File: config.mk
export PLATFORM = sky130hd
export DESIGN_NAME = dsp_host_parallel_port
export DESIGN_NICKNAME = d
export VERILOG_FILES = /design/src/hpp_pkg.sv /design/src/pin_sync.sv /design/src/two_entry_buffer.sv /design/src/dsp_host_parallel_port.sv
export SDC_FILE = /design/constraint.sdc
export NUM_CORES = 1
export LEC_CHECK = 0
export ABC_AREA = 1
export BUFFER_PORTS_ARGS = -buffer_cell sky130_fd_sc_hd__buf_2
export CAP_MARGIN = 20
export CORE_MARGIN = 2
export CORE_UTILIZATION = 53
export CTS_BUF_LIST = sky130_fd_sc_hd__clkbuf_2
export CTS_CLUSTER_SIZE = 24
export DETAILED_ROUTE_END_ITERATION = 7
export GPL_ROUTABILITY_DRIVEN = 0
export PLACE_DENSITY = 0.75
export SYNTH_ARGS = -nofsm -noshare
export SYNTH_HDL_FRONTEND = slang
export SYNTH_SLANG_ARGS = --single-unit
File: constraint.sdc
create_clock -name clk -period 2.5 [get_ports clk]
set_input_delay 0.375 -clock clk [delete_from_list [all_inputs] [get_ports clk]]
set_output_delay 0.375 -clock clk [all_outputs]
set_load 0.01 [all_outputs]
File: src/hpp_pkg.sv
// Overview of operation
// RULE1 - Host reads data when not full: read error
// RULE2 - Host writes data when not empty: write error
// RULE3 - Core stores data while full: store error
// RULE4 - Core loads data while not empty: load error
// RULE5 - Error flags sticky, cleared only by core zero
// RULE6 - Full flag: core store sets, host read clears
// RULE7 - Empty flag: core load sets, host write clears
// RULE8 - Address lines pick data or status register
// RULE9 - Byte line picks byte in narrow mode
// RULE10 - Host never overlaps strobes or writes status
// RULE11 - Store drives read ready low unless masked
// RULE12 - Host polls full flag or read ready
// RULE13 - Host reads low byte then high byte
// RULE14 - High byte access completes narrow transfer
// RULE15 - Completed read: clear full, release, interrupt
// RULE16 - Interrupt follows its enable and global gate
// RULE17 - Write ready released at completing write fall
// RULE18 - Read ready released at completing read fall
// RULE19 - Data pins float when deselected; width select
// RULE20 - Completed write: clear empty, release, interrupt
// RULE21 - Host pins synchronised before touching flags
package hpp_pkg;
    localparam logic [15:0] ADDR_TRANSFER = 16'h3820;
    localparam logic [15:0] ADDR_STATUS = 16'h3821;
    localparam logic [15:0] STATUS_RESET = 16'h0301;
    localparam int DATA_W = 16;
    localparam int BYTE_W = 8;
    localparam int SYNC_STAGES = 2;
    localparam int BUF_DEPTH = 2;
    // Control field bits 11..6, error bits 5..2
    localparam int CTL_LSB = 6;
    localparam int CTL_W = 6;
    localparam int ERR_LSB = 2;
    localparam int ERR_W = 4;
    localparam int BIT_FULL = 1;
    localparam int BIT_EMPTY = 0;
    // Positions inside the control field
    localparam int CTL_WIDTH = 5;
    localparam int CTL_RD_MASK = 3;
    localparam int CTL_WR_MASK = 2;
    // Positions inside the error field
    localparam int ERR_RD = 3;
    localparam int ERR_WR = 2;
    localparam int ERR_ST = 1;
    localparam int ERR_LD = 0;

    typedef struct packed {
        logic sel_n;
        logic rd_n;
        logic wr_n;
        logic reg_sel;
        logic byte_sel;
        logic [15:0] data;
    } host_in_s;

    localparam int HOST_IN_W = $bits(host_in_s);
    localparam host_in_s HOST_IN_IDLE = '{1'b1, 1'b1, 1'b1, 1'b0, 1'b0, 16'h0000};
endpackage

File: src/pin_sync.sv
`timescale 1ns/1ns
module pin_sync #(
    parameter int W = 1,
    parameter logic [W-1:0] RST_VAL = '0
) (
    input wire logic clk,
    input wire logic rst_n,
    input wire logic ce,
    input wire logic [W-1:0] d,
    output logic [W-1:0] q
);
    logic [W-1:0] meta;

    always_ff @(posedge clk) begin
        if (!rst_n) begin
            meta <= RST_VAL;
            q <= RST_VAL;
        end else if (ce) begin
            meta <= d;
            q <= meta;
        end
    end
endmodule

File: src/two_entry_buffer.sv
`timescale 1ns/1ns
module two_entry_buffer #(
    parameter int W = 16,
    parameter int DEPTH = 2
) (
    input wire logic clk,
    input wire logic rst_n,
    input wire logic ce,
    input wire logic in_valid,
    output logic in_ready,
    input wire logic [W-1:0] in_data,
    output logic out_valid,
    input wire logic out_ready,
    output logic [W-1:0] out_data
);
    localparam int AW = (DEPTH > 1) ? $clog2(DEPTH) : 1;
    localparam logic [AW:0] FULL_COUNT = (AW+1)'(DEPTH);
    logic [W-1:0] mem [DEPTH];
    logic [AW-1:0] wp;
    logic [AW-1:0] rp;
    logic [AW:0] count;
    logic push;
    logic pop;

    assign in_ready = count != FULL_COUNT;
    assign out_valid = count != '0;
    assign push = in_valid && in_ready;
    assign pop = out_valid && out_ready;
    assign out_data = mem[rp];

    for (genvar i = 0; i < DEPTH; i++) begin : g_entry
        always_ff @(posedge clk) begin
            if (ce && push && wp == AW'(i)) begin
                mem[i] <= in_data;
            end
        end
    end

    always_ff @(posedge clk) begin
        if (!rst_n) begin
            wp <= '0;
            rp <= '0;
            count <= '0;
        end else if (ce) begin
            if (push) begin
                wp <= (wp == AW'(DEPTH - 1)) ? '0 : wp + 1'b1;
            end
            if (pop) begin
                rp <= (rp == AW'(DEPTH - 1)) ? '0 : rp + 1'b1;
            end
            count <= count + (AW+1)'(push) - (AW+1)'(pop);
        end
    end
endmodule

File: src/dsp_host_parallel_port.sv
`timescale 1ns/1ns
module dsp_host_parallel_port #(
    parameter int DEPTH = hpp_pkg::BUF_DEPTH
) (
    input wire logic clk,
    input wire logic rst_n,
    input wire logic ce,
    input wire logic [15:0] core_addr,
    input wire logic core_store,
    input wire logic core_load,
    input wire logic [15:0] core_wdata,
    output logic [15:0] core_rdata,
    input wire logic port_select_n,
    input wire logic port_read_strobe_n,
    input wire logic port_write_strobe_n,
    input wire logic register_select_line,
    input wire logic byte_select_line,
    input wire logic [15:0] port_data_in,
    output logic [15:0] port_data_out,
    output logic [15:0] port_data_oe,
    output logic read_ready_pin_n,
    output logic write_ready_pin_n,
    input wire logic out_int_enable,
    input wire logic in_int_enable,
    input wire logic global_interrupt_gate,
    input wire logic out_int_ack,
    input wire logic in_int_ack,
    output logic outbound_done_interrupt,
    output logic inbound_done_interrupt
);
    localparam int DW = hpp_pkg::DATA_W;
    localparam int BW = hpp_pkg::BYTE_W;

    hpp_pkg::host_in_s hs;
    hpp_pkg::host_in_s hp;
    logic [hpp_pkg::CTL_W-1:0] ctl;
    logic [hpp_pkg::ERR_W-1:0] err;
    logic [hpp_pkg::ERR_W-1:0] next_err;
    logic outbound_full_flag;
    logic inbound_empty_flag;
    logic next_full;
    logic next_empty;
    logic wr_hold;
    logic next_wr_hold;
    logic [DW-1:0] out_data;
    logic [BW-1:0] in_lo;
    logic [DW-1:0] in_word;
    logic [DW-1:0] status_word;
    logic [DW-1:0] rd_val;
    logic hold_full;
    logic [DW-1:0] hold_data;
    logic out_pend;
    logic in_pend;
    logic buf_in_ready;
    logic buf_out_valid;
    logic [DW-1:0] buf_out_data;
    logic wide;
    logic st_xfer;
    logic st_stat;
    logic ld_xfer;
    logic ld_stat;
    logic rd_fall;
    logic wr_fall;
    logic wr_rise;
    logic xfer_rd;
    logic cmp_rd;
    logic xfer_wr_fall;
    logic cmp_wr_fall;
    logic cmp_wr_rise;
    logic push;
    logic pop;

    // ----------------------------------------
    // Host pin synchronisation
    // ----------------------------------------
    pin_sync #(
        .W(hpp_pkg::HOST_IN_W),
        .RST_VAL(hpp_pkg::HOST_IN_IDLE)
    ) u_sync (
        .clk(clk),
        .rst_n(rst_n),
        .ce(ce),
        .d({port_select_n, port_read_strobe_n, port_write_strobe_n,
            register_select_line, byte_select_line, port_data_in}), // [RULE21]
        .q(hs)
    );

    always_ff @(posedge clk) begin
        if (!rst_n) begin
            hp <= hpp_pkg::HOST_IN_IDLE;
        end else if (ce) begin
            hp <= hs;
        end
    end

    // ----------------------------------------
    // Access decode
    // ----------------------------------------
    assign wide = ctl[hpp_pkg::CTL_WIDTH]; // [RULE19]
    assign st_xfer = core_store && core_addr == hpp_pkg::ADDR_TRANSFER;
    assign st_stat = core_store && core_addr == hpp_pkg::ADDR_STATUS;
    assign ld_xfer = core_load && core_addr == hpp_pkg::ADDR_TRANSFER;
    assign ld_stat = core_load && core_addr == hpp_pkg::ADDR_STATUS;
    // Overlapping strobes are ignored as reserved [RULE10]
    assign rd_fall = !hs.sel_n && !hs.rd_n && hp.rd_n && hs.wr_n;
    assign wr_fall = !hs.sel_n && !hs.wr_n && hp.wr_n && hs.rd_n;
    assign wr_rise = !hp.sel_n && !hp.wr_n && hp.rd_n && hs.wr_n;
    assign xfer_rd = rd_fall && !hs.reg_sel; // [RULE8]
    assign cmp_rd = xfer_rd && (wide || hs.byte_sel); // [RULE14] [RULE13]
    // Write with register line high is reserved and ignored [RULE8] [RULE10]
    assign xfer_wr_fall = wr_fall && !hs.reg_sel;
    assign cmp_wr_fall = xfer_wr_fall && (wide || hs.byte_sel); // [RULE14]
    assign cmp_wr_rise = wr_rise && !hp.reg_sel && (wide || hp.byte_sel);

    // ----------------------------------------
    // Inbound path
    // ----------------------------------------
    always_ff @(posedge clk) begin
        if (!rst_n) begin
            in_lo <= 8'h00;
        end else if (ce && wr_rise && !hp.reg_sel && !wide && !hp.byte_sel) begin
            in_lo <= hp.data[BW-1:0]; // [RULE9]
        end
    end

    assign in_word = wide ? hp.data : {hp.data[BW-1:0], in_lo}; // [RULE9]
    assign push = cmp_wr_rise && buf_in_ready;
    assign pop = buf_out_valid && !hold_full;

    two_entry_buffer #(
        .W(DW),
        .DEPTH(DEPTH)
    ) u_buf (
        .clk(clk),
        .rst_n(rst_n),
        .ce(ce),
        .in_valid(cmp_wr_rise),
        .in_ready(buf_in_ready),
        .in_data(in_word),
        .out_valid(buf_out_valid),
        .out_ready(!hold_full),
        .out_data(buf_out_data)
    );

    always_ff @(posedge clk) begin
        if (!rst_n) begin
            hold_full <= 1'b0;
            hold_data <= 16'h0000;
        end else if (ce) begin
            if (pop) begin
                hold_full <= 1'b1;
                hold_data <= buf_out_data;
            end else if (ld_xfer) begin
                hold_full <= 1'b0;
            end
        end
    end

    // ----------------------------------------
    // Flags and status
    // ----------------------------------------
    always_comb begin
        next_full = outbound_full_flag;
        if (st_xfer) begin
            next_full = 1'b1; // [RULE6] [RULE11]
        end else if (cmp_rd) begin
            next_full = 1'b0; // [RULE6] [RULE15]
        end
        next_empty = inbound_empty_flag;
        if (ld_xfer) begin
            next_empty = 1'b1; // [RULE7]
        end else if (push) begin
            next_empty = 1'b0; // [RULE7] [RULE20]
        end
        next_wr_hold = wr_hold;
        if (cmp_wr_fall) begin
            next_wr_hold = 1'b1;
        end else if (wr_rise) begin
            next_wr_hold = 1'b0;
        end
        // Zero stores clear; a new event in the same cycle wins [RULE5]
        next_err = st_stat ? (err & core_wdata[hpp_pkg::ERR_LSB +: hpp_pkg::ERR_W]) : err;
        next_err[hpp_pkg::ERR_RD] = next_err[hpp_pkg::ERR_RD]
            | (xfer_rd && !outbound_full_flag); // [RULE1]
        next_err[hpp_pkg::ERR_WR] = next_err[hpp_pkg::ERR_WR]
            | (xfer_wr_fall && !inbound_empty_flag)
            | (cmp_wr_rise && !buf_in_ready); // [RULE2]
        next_err[hpp_pkg::ERR_ST] = next_err[hpp_pkg::ERR_ST]
            | (st_xfer && outbound_full_flag); // [RULE3]
        next_err[hpp_pkg::ERR_LD] = next_err[hpp_pkg::ERR_LD]
            | (ld_xfer && !inbound_empty_flag); // [RULE4]
    end

    always_ff @(posedge clk) begin
        if (!rst_n) begin
            ctl <= hpp_pkg::STATUS_RESET[hpp_pkg::CTL_LSB +: hpp_pkg::CTL_W];
            err <= '0;
            outbound_full_flag <= hpp_pkg::STATUS_RESET[hpp_pkg::BIT_FULL];
            inbound_empty_flag <= hpp_pkg::STATUS_RESET[hpp_pkg::BIT_EMPTY];
            wr_hold <= 1'b0;
        end else if (ce) begin
            if (st_stat) begin
                ctl <= core_wdata[hpp_pkg::CTL_LSB +: hpp_pkg::CTL_W];
            end
            err <= next_err; // [RULE5]
            outbound_full_flag <= next_full;
            inbound_empty_flag <= next_empty;
            wr_hold <= next_wr_hold;
        end
    end

    assign status_word = {4'h0, ctl, err, outbound_full_flag, inbound_empty_flag};

    always_ff @(posedge clk) begin
        if (!rst_n) begin
            out_data <= 16'h0000;
            core_rdata <= 16'h0000;
        end else if (ce) begin
            if (st_xfer) begin
                out_data <= core_wdata;
            end
            if (ld_xfer) begin
                core_rdata <= hold_data;
            end else if (ld_stat) begin
                core_rdata <= status_word;
            end else if (core_load) begin
                core_rdata <= 16'h0000;
            end
        end
    end

    // ----------------------------------------
    // Host data pins and ready pins
    // ----------------------------------------
    assign rd_val = hs.reg_sel ? status_word : out_data; // [RULE8]

    always_ff @(posedge clk) begin
        if (!rst_n) begin
            port_data_out <= 16'h0000;
            port_data_oe <= 16'h0000;
            read_ready_pin_n <= 1'b1;
            write_ready_pin_n <= 1'b1;
        end else if (ce) begin
            if (rd_fall) begin
                if (wide) begin
                    port_data_out <= rd_val;
                end else begin
                    port_data_out <= hs.byte_sel ? {8'h00, rd_val[DW-1:BW]}
                                                 : {8'h00, rd_val[BW-1:0]}; // [RULE9]
                end
            end
            if (hs.sel_n || hs.rd_n || !hs.wr_n) begin
                port_data_oe <= 16'h0000; // [RULE19]
            end else begin
                port_data_oe <= wide ? 16'hFFFF : 16'h00FF;
            end
            read_ready_pin_n <= !(next_full && !ctl[hpp_pkg::CTL_RD_MASK]); // [RULE11] [RULE18]
            write_ready_pin_n <= !(next_empty && !next_wr_hold
                && !ctl[hpp_pkg::CTL_WR_MASK]); // [RULE17]
        end
    end

    // ----------------------------------------
    // Done interrupts
    // ----------------------------------------
    always_ff @(posedge clk) begin
        if (!rst_n) begin
            out_pend <= 1'b0;
            in_pend <= 1'b0;
        end else if (ce) begin
            out_pend <= cmp_rd || (out_pend && !out_int_ack); // [RULE15]
            in_pend <= push || (in_pend && !in_int_ack); // [RULE20]
        end
    end

    // Held pending while disabled or gated [RULE16]
    assign outbound_done_interrupt = out_pend && out_int_enable && !global_interrupt_gate;
    assign inbound_done_interrupt = in_pend && in_int_enable && !global_interrupt_gate;
endmodule

# After elaboration in Yosys (flattened, before gate mapping)
# Memory sizes are Yosys's and may differ from the RTL's. A register that Yosys moved wholly into a read port is not among the register bits.
# Index checks and enable logic that the tools add are counted.
# W data, S select, Z words.
[totals] regBits=157 ram_bits=32 inputBits=63 out_inout_bits=52 elab_cells=149 mem_count=1
[memory_table] memory="u_buf.mem" words=2 word_bits=16 rd=1 rd_clocked_by_memory_dff=1 write_ports=1 line_no="two_entry_buffer.sv:18" text="logic [W-1:0] mem [DEPTH];"
[classes] n_addsub=4 eq_ne=3 n_mux=27 n_bitwise=7 n_reduce_logical=81
[ops] operator="$mux W16" count=9
[ops] operator="$logic_and A1 B1 Y1" count=42
[ops] operator="$eq A16 B14 Y1 const B" count=2
[ops] operator="$logic_not A1 Y1" count=22
[ops] operator="$mux W1" count=16
[ops] operator="$reduce_or A16 Y1" count=1
[ops] operator="$reduce_and A2 Y1" count=7
[ops] operator="$mux W8" count=1
[ops] operator="$logic_or A1 B1 Y1" count=6
[ops] operator="$or A1 B1 Y1" count=5
[ops] operator="$and A4 B4 Y4" count=1
[ops] operator="$mux W4" count=1
[ops] operator="$reduce_bool A2 Y1" count=2
[ops] operator="$reduce_bool A3 Y1" count=1
[ops] operator="$add A1 B1 Y1 const B" count=2
[ops] operator="$add A2 B1 Y2" count=1
[ops] operator="$ne A2 B2 Y1 const B" count=1
[ops] operator="$sub A2 B1 Y2" count=1
[ops] operator="$not A1 Y1" count=1

# Depth between registers and ports, before layout
# Gate-level depths: netlist (run 1).
[depth] word_depth=13 mapped_depth=10 depth_no_buf=10

# Cells and area by module
# Synthesis (run 1) repeated with hierarchy kept, for this count alone.
[unflattened] cells_unflattened=1090 area_unflattened_um2=8311.7
[modules_own_cells] module="dsp_host_parallel_port" n_inst=1 cells_each=739 area_per_inst_um2=5124.9 seq_area_each_um2=2262.2
[modules_own_cells] module="pin_sync" n_inst=1 cells_each=255 area_per_inst_um2=1684.1 seq_area_each_um2=840.8
[modules_own_cells] module="two_entry_buffer" n_inst=1 cells_each=96 area_per_inst_um2=1502.7 seq_area_each_um2=1061.0

# Least setup slack after synthesis (run 1)
# OpenSTA, ideal clock, no wires.
[synth_path] path_type="flip-flop to flip-flop" startpoint="reg u_sync.q[18]" endpoint="mem u_buf.mem[0][0], enable pin" setup_time_ns=0.388 arrival_time_ns=1.641 required_time_ns=2.112 slack_ns=0.471 stages_incl_launch_ff=7 path_buffers=0 synth_period_minus_slack_ns=2.029 cell_sequence="dfxtp_1 -> nand2_2 -> nor3_2 -> nand4_1 -> inv_1 -> nand2_1 -> nor2_1"
[synth_via] elab_chain_len=10 elab_cells_between_ends=14 classes_between="mux (6); reduce/logical (8)"
[synth_lines] element="start, declared" line_no="pin_sync.sv:10" text="output logic [W-1:0] q"
[synth_lines] element="start signal, assigned" line_no="pin_sync.sv:20" text="q <= meta;"
[synth_lines] element="$logic_and A1 B1 Y1 (*)" line_no="dsp_host_parallel_port.sv:107" text="assign wr_rise = !hp.sel_n && !hp.wr_n && hp.rd_n && hs.wr_n;"
[synth_lines] element="$logic_and A1 B1 Y1 (*) (2 in series)" line_no="dsp_host_parallel_port.sv:113" text="assign cmp_wr_rise = wr_rise && !hp.reg_sel && (wide || hp.byte_sel);"
[synth_lines] element="$logic_and A1 B1 Y1 (*)" line_no="two_entry_buffer.sv:27" text="assign push = in_valid && in_ready;"
[synth_lines] element="$logic_and A1 B1 Y1 (*)" line_no="two_entry_buffer.sv:33" text="if (ce && push && wp == AW'(i)) begin"
[synth_lines] element="$logic_and A1 B1 Y1" line_no="two_entry_buffer.sv:33"
[synth_lines] element="$mux W1" line_no="two_entry_buffer.sv:33"
[synth_lines] element="$mux W1 (not written as such)" line_no="two_entry_buffer.sv:34" text="mem[i] <= in_data;"
[synth_lines] element="$reduce_or A16 Y1 (no source line)"
[synth_lines] element="$mux W1 (no source line)"
[synth_lines] element="end, declared" line_no="two_entry_buffer.sv:18"
# Mark *: on every way between the ends. The rest lies on a longest branch, timed or not.

# Worst setup path after layout (run 1)
[layout_path] startpoint="reg u_sync.q[18]" endpoint="mem u_buf.mem[1][2], enable pin"
# Same word-level chain as after synthesis.

==> results of run 1 <==
-- final cells by class --
class / count / area [um2]
Timing Repair Buffer: 169 / 1090
Tap cell: 184 / 230
Inverter: 73 / 275
Clock inverter: 12 / 120
Clock buffer: 18 / 90.1
Sequential cell: 191 / 4140
Fill cell: 1339 / 5490
Multi-Input combinational cell: 685 / 3090
Antenna cell: 1 / 2.50
-- repair_timing --
item	CTS	global route
hold buffers	41	0
hold endpoints to repair	54	0
setup endpoints to repair	0	0
gates resized for setup	0	0
-- path summary, 6_finish.rpt --
path	slack, ps	endpoint	from
setup / recovery	540	u_buf.mem[1][2]	u_sync.q[18]
hold / removal	80	core_rdata[15]	core_load
setup reg to reg	540	u_buf.mem[1][2]	u_sync.q[18]
hold reg to reg	470	core_rdata[15]	hold_data[15]
-- power by group through the flow --
stage | registers [mW] | clock network (mW) | logic (mW)
finish | 3.29 | 1.43 | 0.543
global route | 3.30 | 1.59 | 0.619
CTS | 3.29 | 1.47 | 0.539
detailed placement | 3.35 | 0 | 0.488
global placement | 3.34 | 0 | 0.483
floorplan | 3.34 | 0 | 0.332
-- worst register-to-register path, delay by kind of cell, from the launching register on --
family / cells / cell delay (ps)
buf+inv: 2 / 620
flops: 1 / 480
simple gates: 4 / 540
-- flip-flops by register name (all words and copies together), names as in the netlist, 2 cells and up --
| name | flops |
|---|---|
| port_data_oe | 2 |
| out_data | 16 |
| u_sync.q | 21 |
| ctl | 6 |
| u_sync.meta | 21 |
| port_data_out | 16 |
| hold_data | 16 |
| in_lo | 8 |
| err | 4 |
| hp | 21 |
| u_buf.mem | 32 |
| core_rdata | 16 |
| u_buf.count | 2 |
-- routing by layer --
layer  up-vias  global-route usage
li1       3541                   -
met1      3131               0.327
met2       209               0.344
met3        39              0.0412
met4         0               0.103
met5         -                   0
-- through the flow --
stage                     power, mW  setup slack, ps   util
final                          5.26              538  0.622
after CTS                      5.30              509  0.622
after global placement         3.83              623  0.579
after global routing           5.51              315  0.622
after floorplan                3.67              471      -
after detailed placement       3.83              548  0.579
-- cells by family (layout without fill, tap and decap cells) --
group	after synthesis	after routing	synth area share
adder cells (fa/ha/maj)	2	2	0.00318
AND/OR/NAND/NOR	484	484	0.259
buffers and inverters	144	272	0.0812
multiplexers	1	1	0.00127
flip-flops	191	191	0.526
AO/OA/AOI/OAI	198	198	0.129
other	0	1	0
-- layout by cell type (no fill, tap or decap), types with 2 or more instances in the layout --
master and n:
clkinv_1 3, nand2_2 4, o211ai_1 5, o21ai_0 112, dfxtp_1 159, inv_1 64, clkinv_2 3, nor2_1 176
buf_4 14, nor2_2 3, clkbuf_2 18, buf_2 114, edfxtp_1 32, nand3_1 61, nand4_1 22, a21oi_1 73
dlygate4sd3_1 41, a31oi_1 4, clkinvlp_4 2, inv_2 8, nand2_1 208, nor2_4 3, bufinv_16 2, ha_1 2
nand3_2 2
==> run metrics, run 1 <==
Tcrit/Tclk final=0.785; post-synthesis register bit count=191; Starting Density=0.542; Post-Syn Area=7880 um2; synth warn=0; combinational share of power=0.103; Root Driver=clkbuf_2; worst-case clock skew=23.0 ps; Setup Crit Path Kind=reg2reg; post-DP HPWL=11.7 mm; Routed WL=17.9 mm; post-CTS setup buffers=0; buffer and inverter count on the worst path=2; IO Port Bufs=114; # placed instances=1261; Clk pwr share=0.272; max_slew headroom=0.511; sw frac=0.262; RSZ-0062 raised after global routing=false; WL met3=1.03 mm; P&R area growth vs syn=14.8%; Leak Pwr=4.01 nW; Vias/cell=5.19; Post-synth EDFFs=32; Distinct cells, synth=33; Slew @ Worst Pin=731 ps; crit path cell chain=nand2_2, nor3_2, nand4_1, inv_1, nand3_1, inv_1; register area share after synthesis=0.526; Max Slew Vio Count=0; number of setup violations in the final report=0; data arrival time of the critical path=2350 ps; most instantiated cells after synthesis=nand2_1, nor2_1, dfxtp_1; status=finished, final reports clean; crit path time final=1960 ps; crit-path max FO=16; Final Net Count=1202; DRC=0; Int Pwr=3.88 mW; Die H=126 um; first-pass GRT wire length=29.9 mm; largest net degree at the start of global routing=78; M1 wire length=8.39 mm; hold depth=4; worst hold path class=in2reg; top cells by area, synth=dfxtp_1, edfxtp_1, nand2_1; fin cells=1333; initial antenna violation count=1; Seq pwr share=0.624; DRT Pass-1 Iters=5; iteration-0 DRC count of the detailed router=601; vias in the first global route=6252; Post-Syn Area per Cell=7.72 um2; grt ovf=0; die area=15900 um2; CTS Buf Count=17; final hold slack=75.3 ps; CTS tree=built; CP Capture Type=flip-flop; R2R depth=6; gr usage total=0.230; Post-Synthesis Cells=1020; CTS H-tree depth=4; I/O pins=115; clock-pin slew on the worst setup and hold paths=230 ps; Startpoint Class=flip-flop; max-cap violation count=0; antenna-violating nets left=0; Fmax achieved=510 MHz; Crit path depth=6; core area=14500 um2; setup TNS after final layout=0 ps; vias=6920; Syn Nets=1085; ys flop type=dfxtp_1; power density cells=582 nW/um2; placed cell area=8420 um2; Cell Rows=44; slowest CP cell=inv_1; Max Root-Sink Buffers=2; post-route cell area=9040 um2; IR drop worst, VDD=0.378 mV; share of cells above drive strength 1=0.157; CP top delay family=buffers and inverters; Top Metal Used=met4; met2 WL=7.96 mm; fraction of registers with async set/reset=0; cell mode on critical path=inv_1; Net Sw Power=1.38 mW; Yosys top cell area share=0.404; Die W=126 um; CP peak stage delay=490 ps; total clock sinks=191; critical path required time=2890 ps; DR WL/cell=13.4 um; final hold vios=0; worst-skew pair later-pin latency=740 ps; cell taking the most area after synthesis=dfxtp_1; top-count cell post-synth=nand2_1
Note: power is estimated with default switching activity, not from simulation.
==> run 2: changes to the inputs <==
- PLACE_DENSITY: 0.75 -> 0.78
- clock period: 2.5 -> 1.7 ns (I/O delays scaled with it)
==> run 2 against run 1 <==
Effect of this change:
- the flow now finishes with violations (negative setup slack)
- design area up 7.5%
- critical path depth up 3
- non-clock buffer count rose by 51
- combinational power is 71% higher
- worst setup slack worse by 540 ps
- clock skew increased by 4.7 ps
- clock-buffer cell count is 1 higher
- die area is the same
- largest cell class unchanged
- critical endpoint is now u_buf.count[1]
- clock power grew 63%
==> run metrics, run 2 (synthesis results as in run 1) <==
antenna-violating nets left=0 (unchanged); CP Capture Type=flip-flop; post-DP HPWL=12.0 mm (+2.5%); number of setup violations in the final report=1 (+1); crit-path max FO=3 (-13); crit path cell chain=inv_2, a21oi_4, ha_1, inv_1, ha_1, a21oi_1, o21a_1, o21ai_0, a21oi_1; DRC=0 (unchanged); most frequent cells in the layout=nand2_1, nor2_1, dfxtp_1, buf_2, o21ai_0; CTS tree=built; slowest CP cell=dfxtp_1; Die W=126 um (unchanged); Final Net Count=1255 (+4.4%); commonest non-fill, non-tap cell in the layout=nand2_1; worst-case clock skew=27.8 ps (+4.75 ps); DRT Pass-1 Iters=6 (+1); Largest Register=u_buf.mem; final hold vios=0 (unchanged); Starting Density=0.542 (unchanged); Startpoint Class=flip-flop; die area=15900 um2 (unchanged); IO Port Bufs=114 (unchanged); Routed WL=19.5 mm (+9.0%); status=finished, violations left; clock-pin slew on the worst setup and hold paths=260 ps (+30 ps); gr usage total=0.241 (+0.0112); Tcrit/Tclk final=1.00 (+0.217); I/O pins=115 (unchanged); share of cells above drive strength 1=0.181 (+0.0244); worst-skew pair later-pin latency=760 ps (+20 ps); setup TNS after final layout=-4.09 ps (-4.09 ps); power density cells=832 nW/um2 (+43%); post-route cell area=9720 um2 (+7.5%); Setup Crit Path Kind=reg2reg; grt ovf=0 (unchanged); initial antenna violation count=1 (unchanged); final core utilization=0.669 (+0.0465); Slew @ Worst Pin=489 ps (-242 ps); placed cell area=8560 um2 (+1.7%); Cell Rows=44 (unchanged); final hold slack=39.1 ps (-36.2 ps); critical path required time=2400 ps (-490 ps); Root Driver=clkbuf_2; Vias/cell=5.24 (+0.92%); CTS Buf Count=17 (unchanged); CTS H-tree depth=4 (unchanged); vias in the first global route=6541 (+4.6%); DR WL/cell=14.1 um (+4.7%); Fmax achieved=587 MHz (+15%); max-cap violation count=0 (unchanged); IR drop worst, VDD=0.493 mV (+30%); P&R area growth vs syn=23.4%; Die H=126 um (unchanged); crit path time final=1700 ps (-258 ps); Design Power=8.09 mW (+54%); RSZ-0062 raised after global routing=true; CP peak stage delay=390 ps (-100 ps); max_slew headroom=0.674 (+0.163); R2R depth=9 (+3); Max Slew Vio Count=0 (unchanged); iteration-0 DRC count of the detailed router=853 (+42%); data arrival time of the critical path=2400 ps (+50 ps); Setup WS post-layout=-4.09 ps (-542 ps); max reg flops=32 (unchanged); vias=7272 (+5.1%); worst hold path class=in2reg; total clock sinks=191 (unchanged); core area=14500 um2 (unchanged); failing checks=negative setup slack; hold depth=6 (+2); first-pass GRT wire length=31.4 mm (+5.0%); Leak Pwr=4.31 nW (+7.5%); Max Root-Sink Buffers=2 (unchanged); largest net degree at the start of global routing=102 (+31%)
[run 2: cell types whose count changed in the layout (fill, tap and decap cells not counted), sizes merged]
cell,delta
buf,+12
clkbuf,+2
clkinv,-3
clkinvlp,-1
dlygate4sd3,+38
inv,+5
nand3,+2
[run 2: path summary, 6_finish.rpt]
kind / slack, ps / start / to
worst max-delay path: -4 / u_buf.count[0] / u_buf.count[1]
worst min-delay path: 40 / core_addr[0] / ctl[2]
worst max register to register: -4 / u_buf.count[0] / u_buf.count[1]
worst min register to register: 480 / hold_data[12] / hold_data[12]
[run 2: per-layer routing]
metal	track usage	wire (um)	vias up
met5	0	0	-
met4	0.0724	307	0
met3	0.0484	1410	27
met2	0.380	9030	258
met1	0.339	8770	3323
li1	-	-	3664
[run 2: timing repair]
action | 4_1_cts | 5_1_grt
hold buffers | 79 | 0
resized for setup | 2 | 31
setup buffers | 0 | 4
cloned | 0 | 2
pin swaps | 0 | 1
hold endpoints to repair | 115 | 0
endpoints found under the setup margin | 16 | 52
[run 2: per-stage QoR]
step                worst slack (ps)  instances
finish                         -4.09       1388
detailed placement               135       1270
CTS                             17.5       1381
floorplan                       12.0       1020
global route                   -86.2       1388
global placement                 179       1270
[run 2: worst max-delay path, delay by kind of cell (launching register included)]
kind,cells,cell delay [ps]
flops,1,390
buf+inv,2,150
fa+ha+maj,2,500
compound gates,5,620
[run 2: where the power goes]
group          total [mW]  switching, mW  internal [mW]
logic               0.931          0.535          0.396
clock network        2.33           1.60          0.731
registers            4.83         0.0801           4.75
total                8.09           2.21           5.88
[run 2: area by class of cell]
class | instances | area, um2
diodes | 1 | 2.50
clock buffers | 19 | 95.1
clock inverters | 13 | 151
fillers | 1205 | 4820
inverters | 73 | 275
multi-input cells | 687 | 3170
flip-flops and latches | 191 | 4160
well taps | 184 | 230
repair buffers | 220 | 1630
